## src/verilog/bsc_map.vh

```
// Function
// - decode skip-on-clear from top nibble 0110
// - skip-on-clear skips when selected bit is 0
// - taken skip flushes prefetch, executes nop instead
// - decode skip-on-set from top nibble 0111
// - skip-on-set skips when selected bit is 1
// - bit tests take one cycle, two if skipping
// - none of these instructions touch status flags
// - call pushes own pc plus one
// - call prefix 1001 loads literal into pc 7:0
// - call copies status 6:5 to pc 10:9, clears pc 8
// - call always takes two cycles, flushing prefetch
`ifndef BSC_MAP_VH
`define BSC_MAP_VH
// ----------------------------------------
// opcode fields
// ----------------------------------------
`define BSC_OP_SKIP_CLEAR 4'h6
`define BSC_OP_SKIP_SET 4'h7
`define BSC_OP_CALL 4'h9
`define BSC_OP_HI 11
`define BSC_OP_LO 8
`define BSC_BIT_HI 7
`define BSC_BIT_LO 5
`define BSC_REG_HI 4
`define BSC_REG_LO 0
`define BSC_LIT_HI 7
`define BSC_LIT_LO 0
`define BSC_PAGE_HI 6
`define BSC_PAGE_LO 5
// ----------------------------------------
// reset values
// ----------------------------------------
`define BSC_PC_RESET 11'h000
`endif

```

## src/verilog/bsc_exec.v

```verilog
`timescale 1ns/1ps
`include "bsc_map.vh"
module bsc_exec (
  // clock and reset
  input wire core_clk_i,
  input wire resetn_i,
  // fetched instruction
  input wire instr_valid_i,
  input wire [11:0] instr_i,
  input wire [10:0] pc_i,
  // register file and status
  input wire [255:0] reg_file_i,
  input wire [7:0] status_i,
  // execution control
  output reg flush_o,
  output reg nop_slot_o,
  output reg push_o,
  output reg [10:0] push_addr_o,
  output reg pc_load_o,
  output reg [10:0] pc_next_o,
  output wire [7:0] status_o,
  output reg busy_o
);
  // ----------------------------------------
  // sequencer states
  // ----------------------------------------
  // one-hot: decode window, or the bubble left by a flush
  localparam [1:0] ST_DECODE = 2'b01;
  localparam [1:0] ST_BUBBLE = 2'b10;

  // ----------------------------------------
  // field helpers
  // ----------------------------------------
  // register n sits at bits 8n+7..8n of the flat file
  function [7:0] reg_sel;
    input [255:0] rf;
    input [4:0] addr;
    begin
      reg_sel = rf[{addr, 3'h0} +: 8];
    end
  endfunction

  function [3:0] op_field;
    input [11:0] word;
    begin
      op_field = word[`BSC_OP_HI:`BSC_OP_LO];
    end
  endfunction

  function [2:0] bit_field;
    input [11:0] word;
    begin
      bit_field = word[`BSC_BIT_HI:`BSC_BIT_LO];
    end
  endfunction

  function [4:0] reg_field;
    input [11:0] word;
    begin
      reg_field = word[`BSC_REG_HI:`BSC_REG_LO];
    end
  endfunction

  function [7:0] lit_field;
    input [11:0] word;
    begin
      lit_field = word[`BSC_LIT_HI:`BSC_LIT_LO];
    end
  endfunction

  function is_op;
    input [3:0] op;
    input [3:0] code;
    begin
      is_op = (op == code);
    end
  endfunction

  function bit_of;
    input [7:0] val;
    input [2:0] idx;
    begin
      bit_of = val[idx];
    end
  endfunction

  function skip_taken;
    input clr_hit;
    input set_hit;
    input bit_val;
    begin
      skip_taken = (clr_hit && !bit_val) || (set_hit && bit_val);
    end
  endfunction

  // page bits come from status, bit 8 is forced low
  function [10:0] call_target;
    input [7:0] status;
    input [7:0] lit;
    begin
      call_target = {status[`BSC_PAGE_HI:`BSC_PAGE_LO], 1'b0, lit};
    end
  endfunction

  // wraps at the top of the 11-bit space, as the program counter does
  function [10:0] return_addr;
    input [10:0] pc;
    begin
      return_addr = pc + 11'h001;
    end
  endfunction

  // ----------------------------------------
  // decode
  // ----------------------------------------
  reg [1:0] state_q;
  reg [1:0] state_d;
  wire decode_en;
  wire [3:0] opcode;
  wire [2:0] bit_idx;
  wire [4:0] reg_idx;
  wire [7:0] lit_val;
  wire [7:0] reg_val;
  wire tested_bit;
  wire is_clr;
  wire is_set;
  wire is_call;
  wire skip;
  wire redirect;
  reg flush_d;
  reg nop_slot_d;
  reg push_d;
  reg pc_load_d;
  reg busy_d;
  reg [10:0] push_addr_d;
  reg [10:0] pc_next_d;

  // the slot after a skip or call is a bubble, so decode is held off there
  assign decode_en = instr_valid_i && state_q[0];
  assign opcode = op_field(instr_i);
  assign bit_idx = bit_field(instr_i);
  assign reg_idx = reg_field(instr_i);
  assign lit_val = lit_field(instr_i);
  assign reg_val = reg_sel(reg_file_i, reg_idx);
  assign tested_bit = bit_of(reg_val, bit_idx);
  // limitation: only these three opcodes are recognised, others pass silently
  assign is_clr = decode_en && is_op(opcode, `BSC_OP_SKIP_CLEAR);
  assign is_set = decode_en && is_op(opcode, `BSC_OP_SKIP_SET);
  assign is_call = decode_en && is_op(opcode, `BSC_OP_CALL);
  assign skip = skip_taken(is_clr, is_set, tested_bit);
  // a taken skip and a call both waste the prefetched slot
  assign redirect = skip || is_call;

  // status is passed through untouched by all three instructions
  assign status_o = status_i;

  // ----------------------------------------
  // sequencer
  // ----------------------------------------
  always @* begin
    state_d = ST_DECODE;
    case (state_q)
      ST_DECODE: begin
        if (redirect) begin
          state_d = ST_BUBBLE;
        end else begin
          state_d = ST_DECODE;
        end
      end
      ST_BUBBLE: begin
        // a bubble never chains: it decodes nothing, so it costs one cycle
        state_d = ST_DECODE;
      end
      default: begin
        state_d = ST_DECODE;
      end
    endcase
  end

  always @(posedge core_clk_i) begin
    if (!resetn_i) begin
      state_q <= ST_DECODE;
    end else begin
      state_q <= state_d;
    end
  end

  // ----------------------------------------
  // next values of the control outputs
  // ----------------------------------------
  always @* begin
    flush_d = 1'b0;
    nop_slot_d = 1'b0;
    push_d = 1'b0;
    pc_load_d = 1'b0;
    busy_d = 1'b0;
    push_addr_d = push_addr_o;
    pc_next_d = pc_next_o;
    case (state_q)
      ST_DECODE: begin
        flush_d = redirect;
        nop_slot_d = skip;
        push_d = is_call;
        pc_load_d = is_call;
        busy_d = redirect;
        if (is_call) begin
          push_addr_d = return_addr(pc_i);
          pc_next_d = call_target(status_i, lit_val);
        end
      end
      ST_BUBBLE: begin
        // the bubble decodes nothing; the held targets stay for the fetch side
        busy_d = 1'b0;
      end
      default: begin
        busy_d = 1'b0;
      end
    endcase
  end

  // ----------------------------------------
  // pulse registers
  // ----------------------------------------
  // every pulse lasts one cycle, so the fetch side never sees it twice
  always @(posedge core_clk_i) begin
    if (!resetn_i) begin
      flush_o <= 1'b0;
    end else begin
      flush_o <= flush_d;
    end
  end

  always @(posedge core_clk_i) begin
    if (!resetn_i) begin
      nop_slot_o <= 1'b0;
    end else begin
      nop_slot_o <= nop_slot_d;
    end
  end

  always @(posedge core_clk_i) begin
    if (!resetn_i) begin
      push_o <= 1'b0;
    end else begin
      push_o <= push_d;
    end
  end

  always @(posedge core_clk_i) begin
    if (!resetn_i) begin
      pc_load_o <= 1'b0;
    end else begin
      pc_load_o <= pc_load_d;
    end
  end

  always @(posedge core_clk_i) begin
    if (!resetn_i) begin
      busy_o <= 1'b0;
    end else begin
      busy_o <= busy_d;
    end
  end

  // ----------------------------------------
  // target registers
  // ----------------------------------------
  // targets reset to the start address so a stray load is harmless
  always @(posedge core_clk_i) begin
    if (!resetn_i) begin
      push_addr_o <= `BSC_PC_RESET;
    end else begin
      push_addr_o <= push_addr_d;
    end
  end

  always @(posedge core_clk_i) begin
    if (!resetn_i) begin
      pc_next_o <= `BSC_PC_RESET;
    end else begin
      pc_next_o <= pc_next_d;
    end
  end
endmodule // bsc_exec

```

## config.mk

```make
export PLATFORM = sky130hd
export DESIGN_NAME = bsc_exec
export DESIGN_NICKNAME = d
export VERILOG_FILES = /design/src/verilog/bsc_exec.v
export VERILOG_INCLUDE_DIRS = /design/src /design/src/verilog
export SDC_FILE = /design/constraint.sdc
export NUM_CORES = 1
export LEC_CHECK = 0
export BUFFER_PORTS_ARGS = -buffer_cell sky130_fd_sc_hd__buf_4
export CORE_AREA = 2 2 124 126
export DETAILED_ROUTE_END_ITERATION = 8
export DIE_AREA = 0 0 126 128
export PLACE_DENSITY_LB_ADDON = 0.12
export SKIP_LAST_GASP = 1
export SYNTH_ARGS = -nofsm -noshare
export SYNTH_HDL_FRONTEND = slang
export SYNTH_SLANG_ARGS = --single-unit
```

## constraint.sdc

```tcl
create_clock -name core_clk_i -period 2.97 [get_ports core_clk_i]
set_input_delay 0.1485 -clock core_clk_i [delete_from_list [all_inputs] [get_ports core_clk_i]]
set_output_delay 0.1485 -clock core_clk_i [all_outputs]
set_load 0.005 [all_outputs]
```

* Yosys cells after proc, flatten, opt, wreduce, memory -nomap -nowiden *
Index checks and enable logic that the tools add are counted.

cells by class
  divide/modulo/power cells = 0
  multiply operators = 0
  add/sub/neg operators = 1
  mux-type cells = 3
  bitwise logic cells = 0
  equal/unequal tests = 4
  reductions and logical operators = 11
  magnitude comparators = 1
  shifts and indexed selects = 1

operators with widths
  operator               count
  $shiftx 256x9->8       1
  $add 11x1->11 const B  1
  $eq 4x3->1 const B     2
  $logic_and 1x1->1      6
  $eq 4x4->1 const B     1
  $lt 3x4->1 const B     1
  $reduce_and 2->1       2
  $bmux 1 s3             1
  $eq 2x1->1 const B     1
  $logic_or 1x1->1       2
  $mux 2                 1
  $logic_not 1->1        1
  $mux 1                 1

storage, ports and cells
  bits in latches = 0
  memories = 0
  memory bits (read-only) = 0
  flip-flop bits (word level) = 26
  RAM bits = 0

* Depth between registers and ports, before layout *
Gate-level depths: netlist of the first run.

  depth in word-level cells = 8
  depth in mapped cells = 11

* Worst setup path before layout of the first run *
Ideal clock, no wire load.

  path kind = input to register
  start = in instr_i[1]
  end = reg state_q[1]
  stages on the path = 11
  setup time = 0.120 ns
  setup slack = 0.591 ns
  data arrival time = 2.259 ns
  data required time = 2.850 ns
  cell sequence = buf_2 buf_2 buf_2 buf_4 mux2_2 a222oi_1 nand3_1 nand3_1 nand4_1 mux2i_1 or2_1

on the way
  longest elaborated chain between the ends = 8
  elaborated cells between the ends (all ways) = 9
  those cells by class = 1 x shift; 3 x mux; 5 x reduce/logical

RTL lines
  element                           line            source
  from (decl)                       bsc_exec.v:9    input wire [11:0] instr_i,
  $shiftx 256x9->8 (*)              bsc_exec.v:39   reg_sel = rf[{addr, 3'h0} +: 8];
  $bmux 1 s3 (*)                    bsc_exec.v:83   bit_of = val[idx];
  $mux 1 (implied by the code) (*)  bsc_exec.v:83
  $logic_not 1->1                   bsc_exec.v:92   skip_taken = (clr_hit && !bit_val) || (set_hit && bit_val);
  $logic_and 1x1->1                 bsc_exec.v:92
  $logic_or 1x1->1 (*)              bsc_exec.v:92
  $logic_or 1x1->1 (*)              bsc_exec.v:152  assign redirect = skip || is_call;
  $mux 2 (*)                        bsc_exec.v:164  if (redirect) begin
  to (signal assigned)              bsc_exec.v:184  state_q <= state_d;
  to (decl)                         bsc_exec.v:116  reg [1:0] state_q;

Every way passes the cells marked *; elsewhere a longest branch is shown, timed or not. The select of a mux whose other input is x is not followed.
A chain may end at the register's enable or synchronous reset.

* Worst setup path in the final report of the first run *
  start = in instr_i[0]
  end = reg state_q[1]

The elaborated chain is that of the path after synthesis.

==> metrics.md, run 1 <==
| Metric | Value |
|---|---|
| DR iter-0 viols | 129 |
| Core Util, Final | 39.9% |
| Area of the core | 14900 sq um |
| CP arrival | 2.56 ns |
| First-pass GRT wire length | 23.2 mm |
| Leak | 0.00274 uW |
| ANT cells | 0 |
| R2R cell count | 7 |
| Synth Net Count | 619 |
| Vias | 3905 |
| Max Slew Vio Count | 0 |
| Max VDD drop | between 0.15 and 0.2 mV |
| Tot Pwr | roughly 1300 uW |
| Commonest cells post-synth | mux4_2 (52), dfxtp_1 (25), mux2_2 (24) |
| Final setup vio count | 0 |
| Std-Cell Rows | between 40 and 50 |
| Period Utilization, post-route | 81.1% |
| Nets | 897 |
| Outcome | completed |
| Crit path buffers/inverters | 1 |
| Clock slew at reported path FFs | ~0.07 ns |
| Flop2flop setup slack | 1.30 ns |
| Sequential fraction of the synthesis area | around 14% |
| Post-synthesis cell area | 3460 sq um |
| Crit-path slowest cell | mux4_2 |
| Total grt overflow | 0 |
| Hold_buf cts | 0 |
| Mean routed wirelength per cell | between 15 and 20 microns |
| Dominant cells by area after synthesis | mux4_2 (34%), dfxtp_1 (14%), mux2_2 (7.8%) |
| Final min period | 2.41 ns |
| Worst-margin pin slew | 0.531 ns |
| # IOs | 325 |
| Hold path depth | 3 |
| Yosys top cell area share | 33.8% |
| Reg-to-Reg Start | state_q[1]$_SDFF_PN0_ |
| Max-cap violations | 0 |
| Initial antenna violation count | 0 |
| CP top delay family | multiplexers |
| PostCTS Resize Cnt | 0 |
| CP Capture Type | register |
| Dpl cell area | ~5900 sq um |
| Final wirelength | 15.5 mm |
| H-Tree Depth | 1 |
| Worst Min Path Start | status_i[5] |
| Reg2reg end | state_q[1]$_SDFF_PN0_ |
| IO buf count | ~310 |
| Cell Pwr Density | 222 nW/um^2 |
| WHS Endpoint | pc_next_o[9]$_SDFFE_PN0P_ |
| Critical Path Start Type | input pin |
| Area delta synth->final | 71.4% |
| Largest net degree at the start of global routing | 53 |
| Post-route cell area | 5940 sq um |
| Worst-path fanout max | 21 |
| Top-count cell post-synth | mux4_2 |
| CTS buffer count | 3 |
| DR DRC count | 0 |
| Number of global-route vias before repair | roughly 4300 |
| Worst Hold Class | input pin to register |
| Mean Syn Cell Area | about 11 sq um |
| Top achievable clock speed | a little over 0.4 GHz |
| CTS sink count | 25 |
| Die width | 126 microns |
| Skew final | 0.00777 ns |
| Layout cells sized above 1 | 65.6% |
| Worst slew margin | 63.7% |
| Ys async rst share | 0% |
| Cell with the most instances on the worst path | mux4_2 |
| Clk Latency, worst-skew pair | 0.26 ns |
| Die height | roughly 130 microns |
| Final hold slack | 0.170 ns |
| RSZ-0062 raised after global routing | false |
| Mapped Cells | approximately 330 |
| Main synth FF type | dfxtp_1 |
| Final hold vios | 0 |
| Req. time, crit path | 3.12 ns |
| DR pass1 iterations | 5 |
| CTS tree | done |
| Die footprint | approximately 16000 sq um |
| Post-CTS setup buffers | 0 |
| Ys Warns | 0 |
| Clk buf depth | 2 |
| Gr usage total | 18.3% |
| Number of flops mapped to enable cells by yosys | 0 |
| CP cell instances | buf_4, mux4_2, mux4_2, a22o_1, a311oi_2, a211o_1, mux2i_1, or2_1 |
| Drt via density | just under 5 |
| Yosys reg bits | 25 |
| Initial core utilization | 23.3% |
| WS Path Type | input pin to register |
| Setup TNS | 0 ns |
| Library cells used by synthesis | 52 |
| CP max stage delay | roughly 0.55 ns |
| GP Congestion | 0.836 |
| Remaining antenna violation count | 0 |
| Dpl hpwl | 13.1 mm |
| CTS root buf | clkbuf_16 |
| Leading area contributor after synthesis | mux4_2 |
==> power by group <==
group,switching [uW],total [uW],internal [uW]
Clock,118,301,183
Combinational,231,672,441
Sequential,3.14,344,341
Total,352,1320,966
==> worst min-delay path: stages <==
cell	delay (ns)
buf_4	0.08
mux2i_1	0.06
nor2b_1	0.09
==> layout make-up <==
| type | count | area [sq um] |
|---|---|---|
| well taps | 188 | 235 |
| inverters | 4 | 15.0 |
| flip-flops and latches | 25 | 500 |
| repair buffers | 316 | 2400 |
| fillers | 1497 | 8930 |
| multi-input cells | 256 | 2710 |
| clock buffers | 4 | 78.8 |
==> routing by layer <==
layer | vias to the layer above | part of all wire, % | global-route usage, %
li1 | 1857 | - | -
met3 | 18 | 7.4 | 3.59
met1 | 1847 | 37 | 21.8
met4 | 0 | 1.6 | 3.23
met2 | 183 | 54 | 34.3
met5 | - | 0 | 0
==> layout by cell type, fill, tap and decap left out, drive strengths merged, types with 8 or more instances in the layout <==
cell type    n
buf        316
nor2        13
o211a       10
nand3        9
mux2i       23
dfxtp       25
nor2b       20
a22oi        8
mux4        52
nand2       21
mux2        24
==> worst max path at each step <==
stage                    start  slack (ns)                    end  cells after the start
global route        instr_i[0]        0.36  state_q[1]$_SDFF_PN0_                      8
CTS                 instr_i[0]        0.50  state_q[1]$_SDFF_PN0_                      8
detailed placement  instr_i[0]        0.23  state_q[1]$_SDFF_PN0_                      8
floorplan           instr_i[1]        0.59  state_q[1]$_SDFF_PN0_                     11
global placement    instr_i[0]        0.29  state_q[1]$_SDFF_PN0_                      8
finish              instr_i[0]        0.56  state_q[1]$_SDFF_PN0_                      8
==> sequential cells by signal, indices dropped and copies added, names as in the netlist <==
register     count
pc_next_o       10
nop_slot_o       1
push_addr_o     11
state_q          2
pc_load_o        1
==> stage by stage <==
stage	setup WS, ns	std cells
6_report	0.562	793
5_1_grt	0.363	793
4_1_cts	0.499	793
3_5_place_dp	0.226	789
3_3_place_gp	0.288	789
2_1_floorplan	0.591	328
==> cells by family after synthesis <==
kind of cell,synth area share [%]
muxes,48.3
and+or+nand+nor,15.0
AOI/OAI and AO/OA,12.2
buffers and inverters,7.37
DFF,14.5
xor gates and xnor gates,2.28
adders and majority gates,0.361
other,0.108
No activity file was read; power rests on OpenSTA's default activity.
==> run 2, diff against run 1 <==
--- a/config.mk
+++ b/config.mk
@@ -6,10 +6,11 @@
 export SDC_FILE = /design/constraint.sdc
 export NUM_CORES = 1
 export LEC_CHECK = 0
+export ABC_AREA = 1
 export BUFFER_PORTS_ARGS = -buffer_cell sky130_fd_sc_hd__buf_4
-export CORE_AREA = 2 2 124 126
+export CORE_AREA = 2 2 128 130
 export DETAILED_ROUTE_END_ITERATION = 8
-export DIE_AREA = 0 0 126 128
+export DIE_AREA = 0 0 130 132
 export PLACE_DENSITY_LB_ADDON = 0.12
 export SKIP_LAST_GASP = 1
 export SYNTH_ARGS = -nofsm -noshare
==> constraint.sdc (replaced) <==
create_clock -name core_clk_i -period 2.27 [get_ports core_clk_i]
set_input_delay 0.1135 -clock core_clk_i [delete_from_list [all_inputs] [get_ports core_clk_i]]
set_output_delay 0.1135 -clock core_clk_i [all_outputs]
set_load 0.005 [all_outputs]
==> run 2 against run 1 <==
Compared with the run above:
- worst hold slack worse by 0.13 ns
- die area is 6.4% higher
- first-iteration DRC count is 77% higher
- critical endpoint unchanged
- largest cell class unchanged
- largest power group unchanged
==> metrics.md, run 2 <==
| Metric | Value |
|---|---|
| Outcome | completed (unchanged) |
| Cell with the most instances on the worst path | nand3_1 (was mux4_2) |
| First-pass GRT wire length | 30.3 mm (was 23.2 mm) |
| Dominant cells by area after synthesis | nand3_1 (34%), nand2_1 (29%), dfxtp_1 (13%) (was mux4_2 (34%), dfxtp_1 (14%), mux2_2 (7.8%)) |
| Reg with most FFs | push_addr_o (unchanged) |
| Post-CTS setup buffers | 0 (unchanged) |
| Max VDD drop | 0.223 mV (was 0.187 mV) |
| IO buf count | 311 (unchanged) |
| Worst Hold Class | input pin to register (unchanged) |
| Library cells used by synthesis | 23 (was 52) |
| Core Util, Final | 40.2% (was 39.9%) |
| Clk buf depth | 2 (unchanged) |
| Worst-margin pin slew | 0.521 ns (was 0.531 ns) |
| Reg2reg end | push_addr_o[8]$_SDFFE_PN0P_ (was state_q[1]$_SDFF_PN0_) |
| Mapped Cells | 738 (was 328) |
| Mean routed wirelength per cell | 16.1 microns (was 19.5 microns) |
| # IOs | 325 (unchanged) |
| Drt via density | 4.73 (was 4.92) |
| Layout cells sized above 1 | 33.7% (was 65.6%) |
| Clk Latency, worst-skew pair | 0.26 ns (about the same) |
| Top achievable clock speed | 0.588 GHz |
| Max Slew Vio Count | 0 (unchanged) |
| Worst slew margin | 65.0% (was 63.7%) |
| CP Capture Type | register (unchanged) |
| Most common cell after layout, fill and taps aside | buf_4 (unchanged) |
| Hold_buf cts | 0 (unchanged) |
| Cell Pwr Density | 291 nW/um^2 (was 222 nW/um^2) |
| ANT cells | 0 (unchanged) |
| H-Tree Depth | 1 (unchanged) |
| Ys Warns | 0 (unchanged) |
| Number of flops mapped to enable cells by yosys | 0 (unchanged) |
| CP max stage delay | 0.25 ns (was 0.55 ns) |
| Crit-path slowest cell | inv_4 (was mux4_2) |
| Initial core utilization | 23.8% (was 23.3%) |
| Largest regs | push_addr_o: 11 flops, pc_next_o: 10 flops, state_q: 2 flops (unchanged) |
| R2R cell count | 7 (unchanged) |
| Initial antenna violation count | 0 (unchanged) |
| Area of the multi-input gates | 2720 sq um (was 2710 sq um) |
| Worst-path fanout max | 28 (was 21) |
| Area of the core | 15700 sq um (was 14900 sq um) |
| Final wirelength | 19.7 mm (was 15.5 mm) |
| Setup TNS | 0 ns (unchanged) |
| CTS tree | done (unchanged) |
| Worst Min Path Start | pc_i[0] (was status_i[5]) |
| Largest net degree at the start of global routing | 58 (was 53) |
| Hold path depth | 2 (was 3) |
| DR DRC count | 0 (unchanged) |
| Nets | 1299 (was 897) |
| Fillcell total | 1823 (was 1497) |
| Post-synthesis cell area | 3750 sq um (was 3460 sq um) |
| Final hold slack | 0.0440 ns (was 0.170 ns) |
| Die width | 130 microns (was 126 microns) |
| Req. time, crit path | 2.43 ns (was 3.12 ns) |
| DR pass1 iterations | 4 (was 5) |
| Total grt overflow | 0 (unchanged) |
| Vias | 5781 (was 3905) |
| Critical Path Start Type | input pin (unchanged) |
| GP Congestion | 0.881 (was 0.836) |
| Remaining antenna violation count | 0 (unchanged) |
| Dpl hpwl | 15.8 mm (was 13.1 mm) |
| Yosys top cell area share | 33.9% (was 33.8%) |
| CP cell instances | buf_4, inv_4, buf_12, nand2_1, nand3_1, nand3_1, nand3_1, nand3_1, nand2_1, nand2_1, nand3_1, nand3_1, nand2_1, nand2_1, nand3_1, nand2_1 (was buf_4, mux4_2, mux4_2, a22o_1, a311oi_2, a211o_1, mux2i_1, or2_1) |
| Final hold vios | 0 (unchanged) |
| Std-Cell Rows | 46 (was 45) |
| Gr usage total | 22.1% (was 18.3%) |
| Number of flip-flops under the largest register name | 11 (unchanged) |
| Leak | 0.00339 uW (was 0.00274 uW) |
| Mean Syn Cell Area | 5.08 sq um (was 10.6 sq um) |
| Yosys reg bits | 25 (unchanged) |
| Skew final | 0.00235 ns (was 0.00777 ns) |
| Clock slew at reported path FFs | 0.06 ns (was 0.07 ns) |
| Period Utilization, post-route | 74.9% |
| Area delta synth->final | 68.5% (was 71.4%) |
| Leading area contributor after synthesis | nand3_1 (was mux4_2) |
| Register area | 500 sq um (unchanged) |
| Post-placement setup slack | 0.272 ns (was 0.226 ns) |
| Reg-to-Reg Start | state_q[0]$_SDFF_PN1_ (was state_q[1]$_SDFF_PN0_) |
| Top-count cell post-synth | nand2_1 (was mux4_2) |
| Number of global-route vias before repair | 5796 (was 4256) |
| WHS Endpoint | push_addr_o[0]$_SDFFE_PN0P_ (was pc_next_o[9]$_SDFFE_PN0P_) |
| Die height | 132 microns (was 128 microns) |
| CP arrival | 1.86 ns (was 2.56 ns) |
| Sequential fraction of the synthesis area | 13.4% (was 14.5%) |
| Final min period | between 1.5 and 2 ns |
| Ys async rst share | 0% (unchanged) |
| WS Path Type | input pin to register (unchanged) |
| Main synth FF type | dfxtp_1 (unchanged) |
| CTS sink count | 25 (unchanged) |
| PostCTS Resize Cnt | 0 (unchanged) |
| Final setup vio count | 0 (unchanged) |
| Synth Net Count | 1029 (was 619) |
| Final worst slack | 0.569 ns (was 0.562 ns) |
| Flop2flop setup slack | 0.77 ns (was 1.30 ns) |
| CTS root buf | clkbuf_16 (unchanged) |
| DR iter-0 viols | 228 (was 129) |
| Max-cap violations | 0 (unchanged) |
| Commonest cells post-synth | nand2_1 (286), nand3_1 (254), inv_1 (32) (was mux4_2 (52), dfxtp_1 (25), mux2_2 (24)) |
| Die footprint | 17200 sq um (was 16100 sq um) |
| RSZ-0062 raised after global routing | false (unchanged) |
| Commonest non-fill, non-tap cells in the layout | buf_4 (324), nand2_1 (286), nand3_1 (254) (was buf_4 (314), mux4_2 (52), dfxtp_1 (25)) |
| CTS buffer count | 3 (unchanged) |
-- run 2: cells by family (layout without fill, tap and decap cells) --
| group | Yosys count | count (layout) | share of synthesized area (%) |
|---|---|---|---|
| AO/OA/AOI/OAI | 33 | 33 | 4.57 |
| XOR/XNOR | 7 | 7 | 1.64 |
| adder cells (fa/ha/maj) | 1 | 1 | 0.334 |
| buffers and inverters | 103 | 372 | 14.1 |
| flip-flops | 25 | 25 | 13.4 |
| other | 1 | 1 | 0.100 |
| AND/OR/NAND/NOR | 568 | 568 | 65.9 |
-- run 2: worst max-delay path by stage --
stage          cells after the start                           end       start
6_report                          16         state_q[1]$_SDFF_PN0_  instr_i[0]
5_1_grt                           16         state_q[0]$_SDFF_PN1_  instr_i[0]
4_1_cts                           16         state_q[1]$_SDFF_PN0_  instr_i[0]
3_5_place_dp                      16         state_q[1]$_SDFF_PN0_  instr_i[0]
3_3_place_gp                      16         state_q[1]$_SDFF_PN0_  instr_i[0]
2_1_floorplan                     10  push_addr_o[10]$_SDFFE_PN0P_     pc_i[0]
-- run 2: critical path, delay by kind of cell --
| kind | cells | cell delay (ns) |
|---|---|---|
| AND/OR/NAND/NOR | 13 | 1.08 |
| buffers and inverters | 3 | 0.63 |
-- run 2: metal layers --
metal	wire length (microns)	track usage, %	part of all wire, %
met5	0	0	0
met1	8710	29.1	44
met3	1450	3.53	7.4
met2	9030	37.3	46
met4	493	5.56	2.5
-- run 2: power breakdown --
part           leakage [uW]  internal, uW  switching (uW)
clock network     0.0000409           237             156
registers          0.000202           448            4.90
logic               0.00315           527             463
-- run 2: cell type report --
class / count / area share, %
inverter: 35 / 2.12
multi-input combinational: 610 / 43.0
clock buffer: 3 / 1.19
sequential: 25 / 7.92
tap: 216 / 4.28
clock inverter: 1 / 0.0792
timing repair buffer: 333 / 41.4
-- run 2: stage by stage --
stage | total power (uW) | instance area [sq um] | std cells
final | 1840 | 6320 | 1223
after global routing | 1980 | 6320 | 1223
after CTS | 1860 | 6320 | 1223
after detailed placement | 1460 | 6240 | 1219
after global placement | 1460 | 6240 | 1219
after floorplan | 916 | 3750 | 738
==> run 3, diff against run 2 <==
--- a/config.mk
+++ b/config.mk
@@ -8,9 +8,9 @@
 export LEC_CHECK = 0
 export ABC_AREA = 1
 export BUFFER_PORTS_ARGS = -buffer_cell sky130_fd_sc_hd__buf_4
-export CORE_AREA = 2 2 128 130
+export CORE_AREA = 2 2 125 127
 export DETAILED_ROUTE_END_ITERATION = 8
-export DIE_AREA = 0 0 130 132
+export DIE_AREA = 0 0 127 129
 export PLACE_DENSITY_LB_ADDON = 0.12
 export SKIP_LAST_GASP = 1
 export SYNTH_ARGS = -nofsm -noshare
==> constraint.sdc (replaced) <==
create_clock -name core_clk_i -period 1.5 [get_ports core_clk_i]
set_input_delay 0.075 -clock core_clk_i [delete_from_list [all_inputs] [get_ports core_clk_i]]
set_output_delay 0.075 -clock core_clk_i [all_outputs]
set_load 0.005 [all_outputs]
==> run 3 against run 2 <==
Compared with the run above:
- worst hold slack got worse by 0.00082 ns
- setup slack got worse by 0.52 ns
- sequential power rose by 51%
- total power rose by 71%
- cell count rose by 1.8%
- die area fell by 4.5%
- critical path depth rose by 1
- combinational power rose by 88%
- critical path type unchanged
- critical endpoint unchanged
==> metrics.md, run 3 (same netlist as run 2, synthesis figures left out) <==
| Metric | Value |
|---|---|
| Reg with most FFs | push_addr_o (unchanged) |
| Initial core utilization | 25.0% (was 23.8%) |
| Final setup vio count | 0 (unchanged) |
| CTS tree | done (unchanged) |
| Critical Path Start Type | input pin (unchanged) |
| Crit-path slowest cell | buf_4 (was inv_4) |
| Die footprint | 16400 sq um (was 17200 sq um) |
| Core Util, Final | 49.5% (was 40.2%) |
| Die height | 129 microns (was 132 microns) |
| First-pass GRT wire length | 31.4 mm (was 30.3 mm) |
| IO buf count | 311 (unchanged) |
| Top achievable clock speed | 0.691 GHz |
| # IOs | 325 (unchanged) |
| Die width | 127 microns (was 130 microns) |
| Switching portion of total power | 35.1% (was 34.0%) |
| Final wirelength | 22.0 mm (was 19.7 mm) |
| Largest regs | push_addr_o: 11 flops, pc_next_o: 10 flops, state_q: 2 flops (unchanged) |
| CTS buffer count | 3 (unchanged) |
| Max VDD drop | 0.338 mV (was 0.223 mV) |
| Vias | 6151 (was 5781) |
| Worst-path fanout max | 11 (was 28) |
| Clk buf depth | 2 (unchanged) |
| CTS sink count | 25 (unchanged) |
| Most common cell after layout, fill and taps aside | buf_4 (unchanged) |
| Remaining antenna violation count | 0 (unchanged) |
| Gr usage total | 24.1% (was 22.1%) |
| CP max stage delay | 0.14 ns (was 0.25 ns) |
| CP arrival | 1.65 ns (was 1.86 ns) |
| Final worst slack | 0.0533 ns (was 0.569 ns) |
| CP cell instances | buf_12, clkinv_16, buf_4, buf_12, nand2_1, nand3_1, nand3_1, nand3_1, nand3_2, nand2_1, nand2_1, nand3_2, nand3_2, nand2_2, nand2_2, nand3_2, nand2_1 (was buf_4, inv_4, buf_12, nand2_1, nand3_1, nand3_1, nand3_1, nand3_1, nand2_1, nand2_1, nand3_1, nand3_1, nand2_1, nand2_1, nand3_1, nand2_1) |
| Share of total power in combinational logic | 59.0% (was 53.9%) |
| Post-placement setup slack | -0.357 ns (was 0.272 ns) |
| Final hold slack | 0.0431 ns (was 0.0440 ns) |
| P_sw | 1110 uW (was 624 uW) |
| Clk Latency, worst-skew pair | 0.26 ns (about the same) |
| CP top delay family | simple AND/OR/NAND/NOR gates (unchanged) |
| CTS root buf | clkbuf_16 (unchanged) |
| Largest net degree at the start of global routing | 39 (was 58) |
| Commonest non-fill, non-tap cells in the layout | buf_4 (348), nand2_1 (269), nand3_1 (183) (was buf_4 (324), nand2_1 (286), nand3_1 (254)) |
| Mean routed wirelength per cell | 17.7 microns (was 16.1 microns) |
| Setup TNS | 0 ns (unchanged) |
| Initial antenna violation count | 0 (unchanged) |
| Outcome | completed (unchanged) |
| Max Slew Vio Count | 0 (unchanged) |
| Number of global-route vias before repair | 5912 (was 5796) |
| Req. time, crit path | 1.71 ns (was 2.43 ns) |
| Leak | 0.00393 uW (was 0.00339 uW) |
| Layout cells sized above 1 | 45.3% (was 33.7%) |
| CP Capture Type | register (unchanged) |
| Tot Pwr | 3150 uW (was 1840 uW) |
| Skew final | 0.00180 ns (was 0.00235 ns) |
| Cell Pwr Density | 425 nW/um^2 (was 291 nW/um^2) |
| Total grt overflow | 0 (unchanged) |
| Clock slew at reported path FFs | 0.06 ns (about the same) |
| Period Utilization, post-route | 96.4% |
| ANT cells | 0 (unchanged) |
| Number of flip-flops under the largest register name | 11 (unchanged) |
| WS Path Type | input pin to register (unchanged) |
| DR iter-0 viols | 381 (was 228) |
| Clock network power share | 19.2% (was 21.4%) |
| Area delta synth->final | 97.9% (was 68.5%) |
| Internal | 2040 uW (was 1210 uW) |
| Crit path buffers/inverters | 4 (was 3) |
| H-Tree Depth | 1 (unchanged) |
| GP Congestion | 0.829 (was 0.881) |
| Max-cap violations | 0 (unchanged) |
| Sequential Power Share | 21.8% (was 24.7%) |
| Worst Hold Class | input pin to register (unchanged) |
| Drt via density | 4.94 (was 4.73) |
| DR DRC count | 0 (unchanged) |
| Area of the core | 15000 sq um (was 15700 sq um) |
| RSZ-0062 raised after global routing | true (was false) |
| DR pass1 iterations | 5 (was 4) |
| Std-Cell Rows | 45 (was 46) |
| Nets | 1349 (was 1299) |
| Final hold vios | 0 (unchanged) |
| Final min period | 1.45 ns |
| Dpl hpwl | 16.1 mm (was 15.8 mm) |
run 3: changes by cell type in the layout (fill, tap and decap cells not counted), sizes merged:
cell    previous run  this run
inv               33        32
buf              333       376
clkbuf             3        11
run 3: metal layers:
metal	up-vias	global-route usage, %	routed length (microns)
li1	3072	-	-
met1	2761	31.5	9290
met2	292	41.6	10500
met3	26	4.16	1730
met4	0	5.49	499
met5	-	0	0
run 3: timing repair:
item | CTS | global route
cloned | 5 | 8
hold buffers | 0 | 0
setup endpoints to repair | 3 | 6
pin swaps | 5 | 38
buffers inserted | 3 | 5
gates resized for setup | 20 | 109
run 3: power groups by stage:
stage / clock [uW] / combinational, uW / sequential (uW)
2_1_floorplan: 0 / 686 / 701
3_3_place_gp: 0 / 1560 / 700
3_5_place_dp: 0 / 1560 / 700
4_1_cts: 621 / 1660 / 685
5_1_grt: 654 / 2020 / 687
6_report: 606 / 1860 / 685
run 3: path summary, 6_finish.rpt:
path | slack (ns) | end | depth (start not counted) | startpoint
max | 0.05 | state_q[1]$_SDFF_PN0_ | 17 | instr_i[0]
min | 0.04 | pc_next_o[9]$_SDFFE_PN0P_ | 3 | status_i[5]
max reg2reg | 0.21 | push_addr_o[8]$_SDFFE_PN0P_ | 7 | state_q[0]$_SDFF_PN1_
min reg2reg | 0.49 | push_addr_o[2]$_SDFFE_PN0P_ | 2 | push_addr_o[2]$_SDFFE_PN0P_
run 3: layout make-up:
| type | instances | area (sq um) |
|---|---|---|
| Sequential cell | 25 | 500 |
| Multi-Input combinational cell | 610 | 3150 |
| Tap cell | 188 | 235 |
| Inverter | 35 | 160 |
| Timing Repair Buffer | 383 | 3290 |
| Clock buffer | 4 | 78.8 |
| Fill cell | 1609 | 7560 |
run 3: per-stage QoR:
stage	instances	instance area, sq um
2_1_floorplan	738	3750
3_3_place_gp	1223	6440
3_5_place_dp	1223	6440
4_1_cts	1235	6770
5_1_grt	1245	7420
6_report	1245	7420
run 3: worst min-delay path: stages:
cell    delay, ns
buf_4        0.08
nor2_1       0.03
nor2_1       0.08
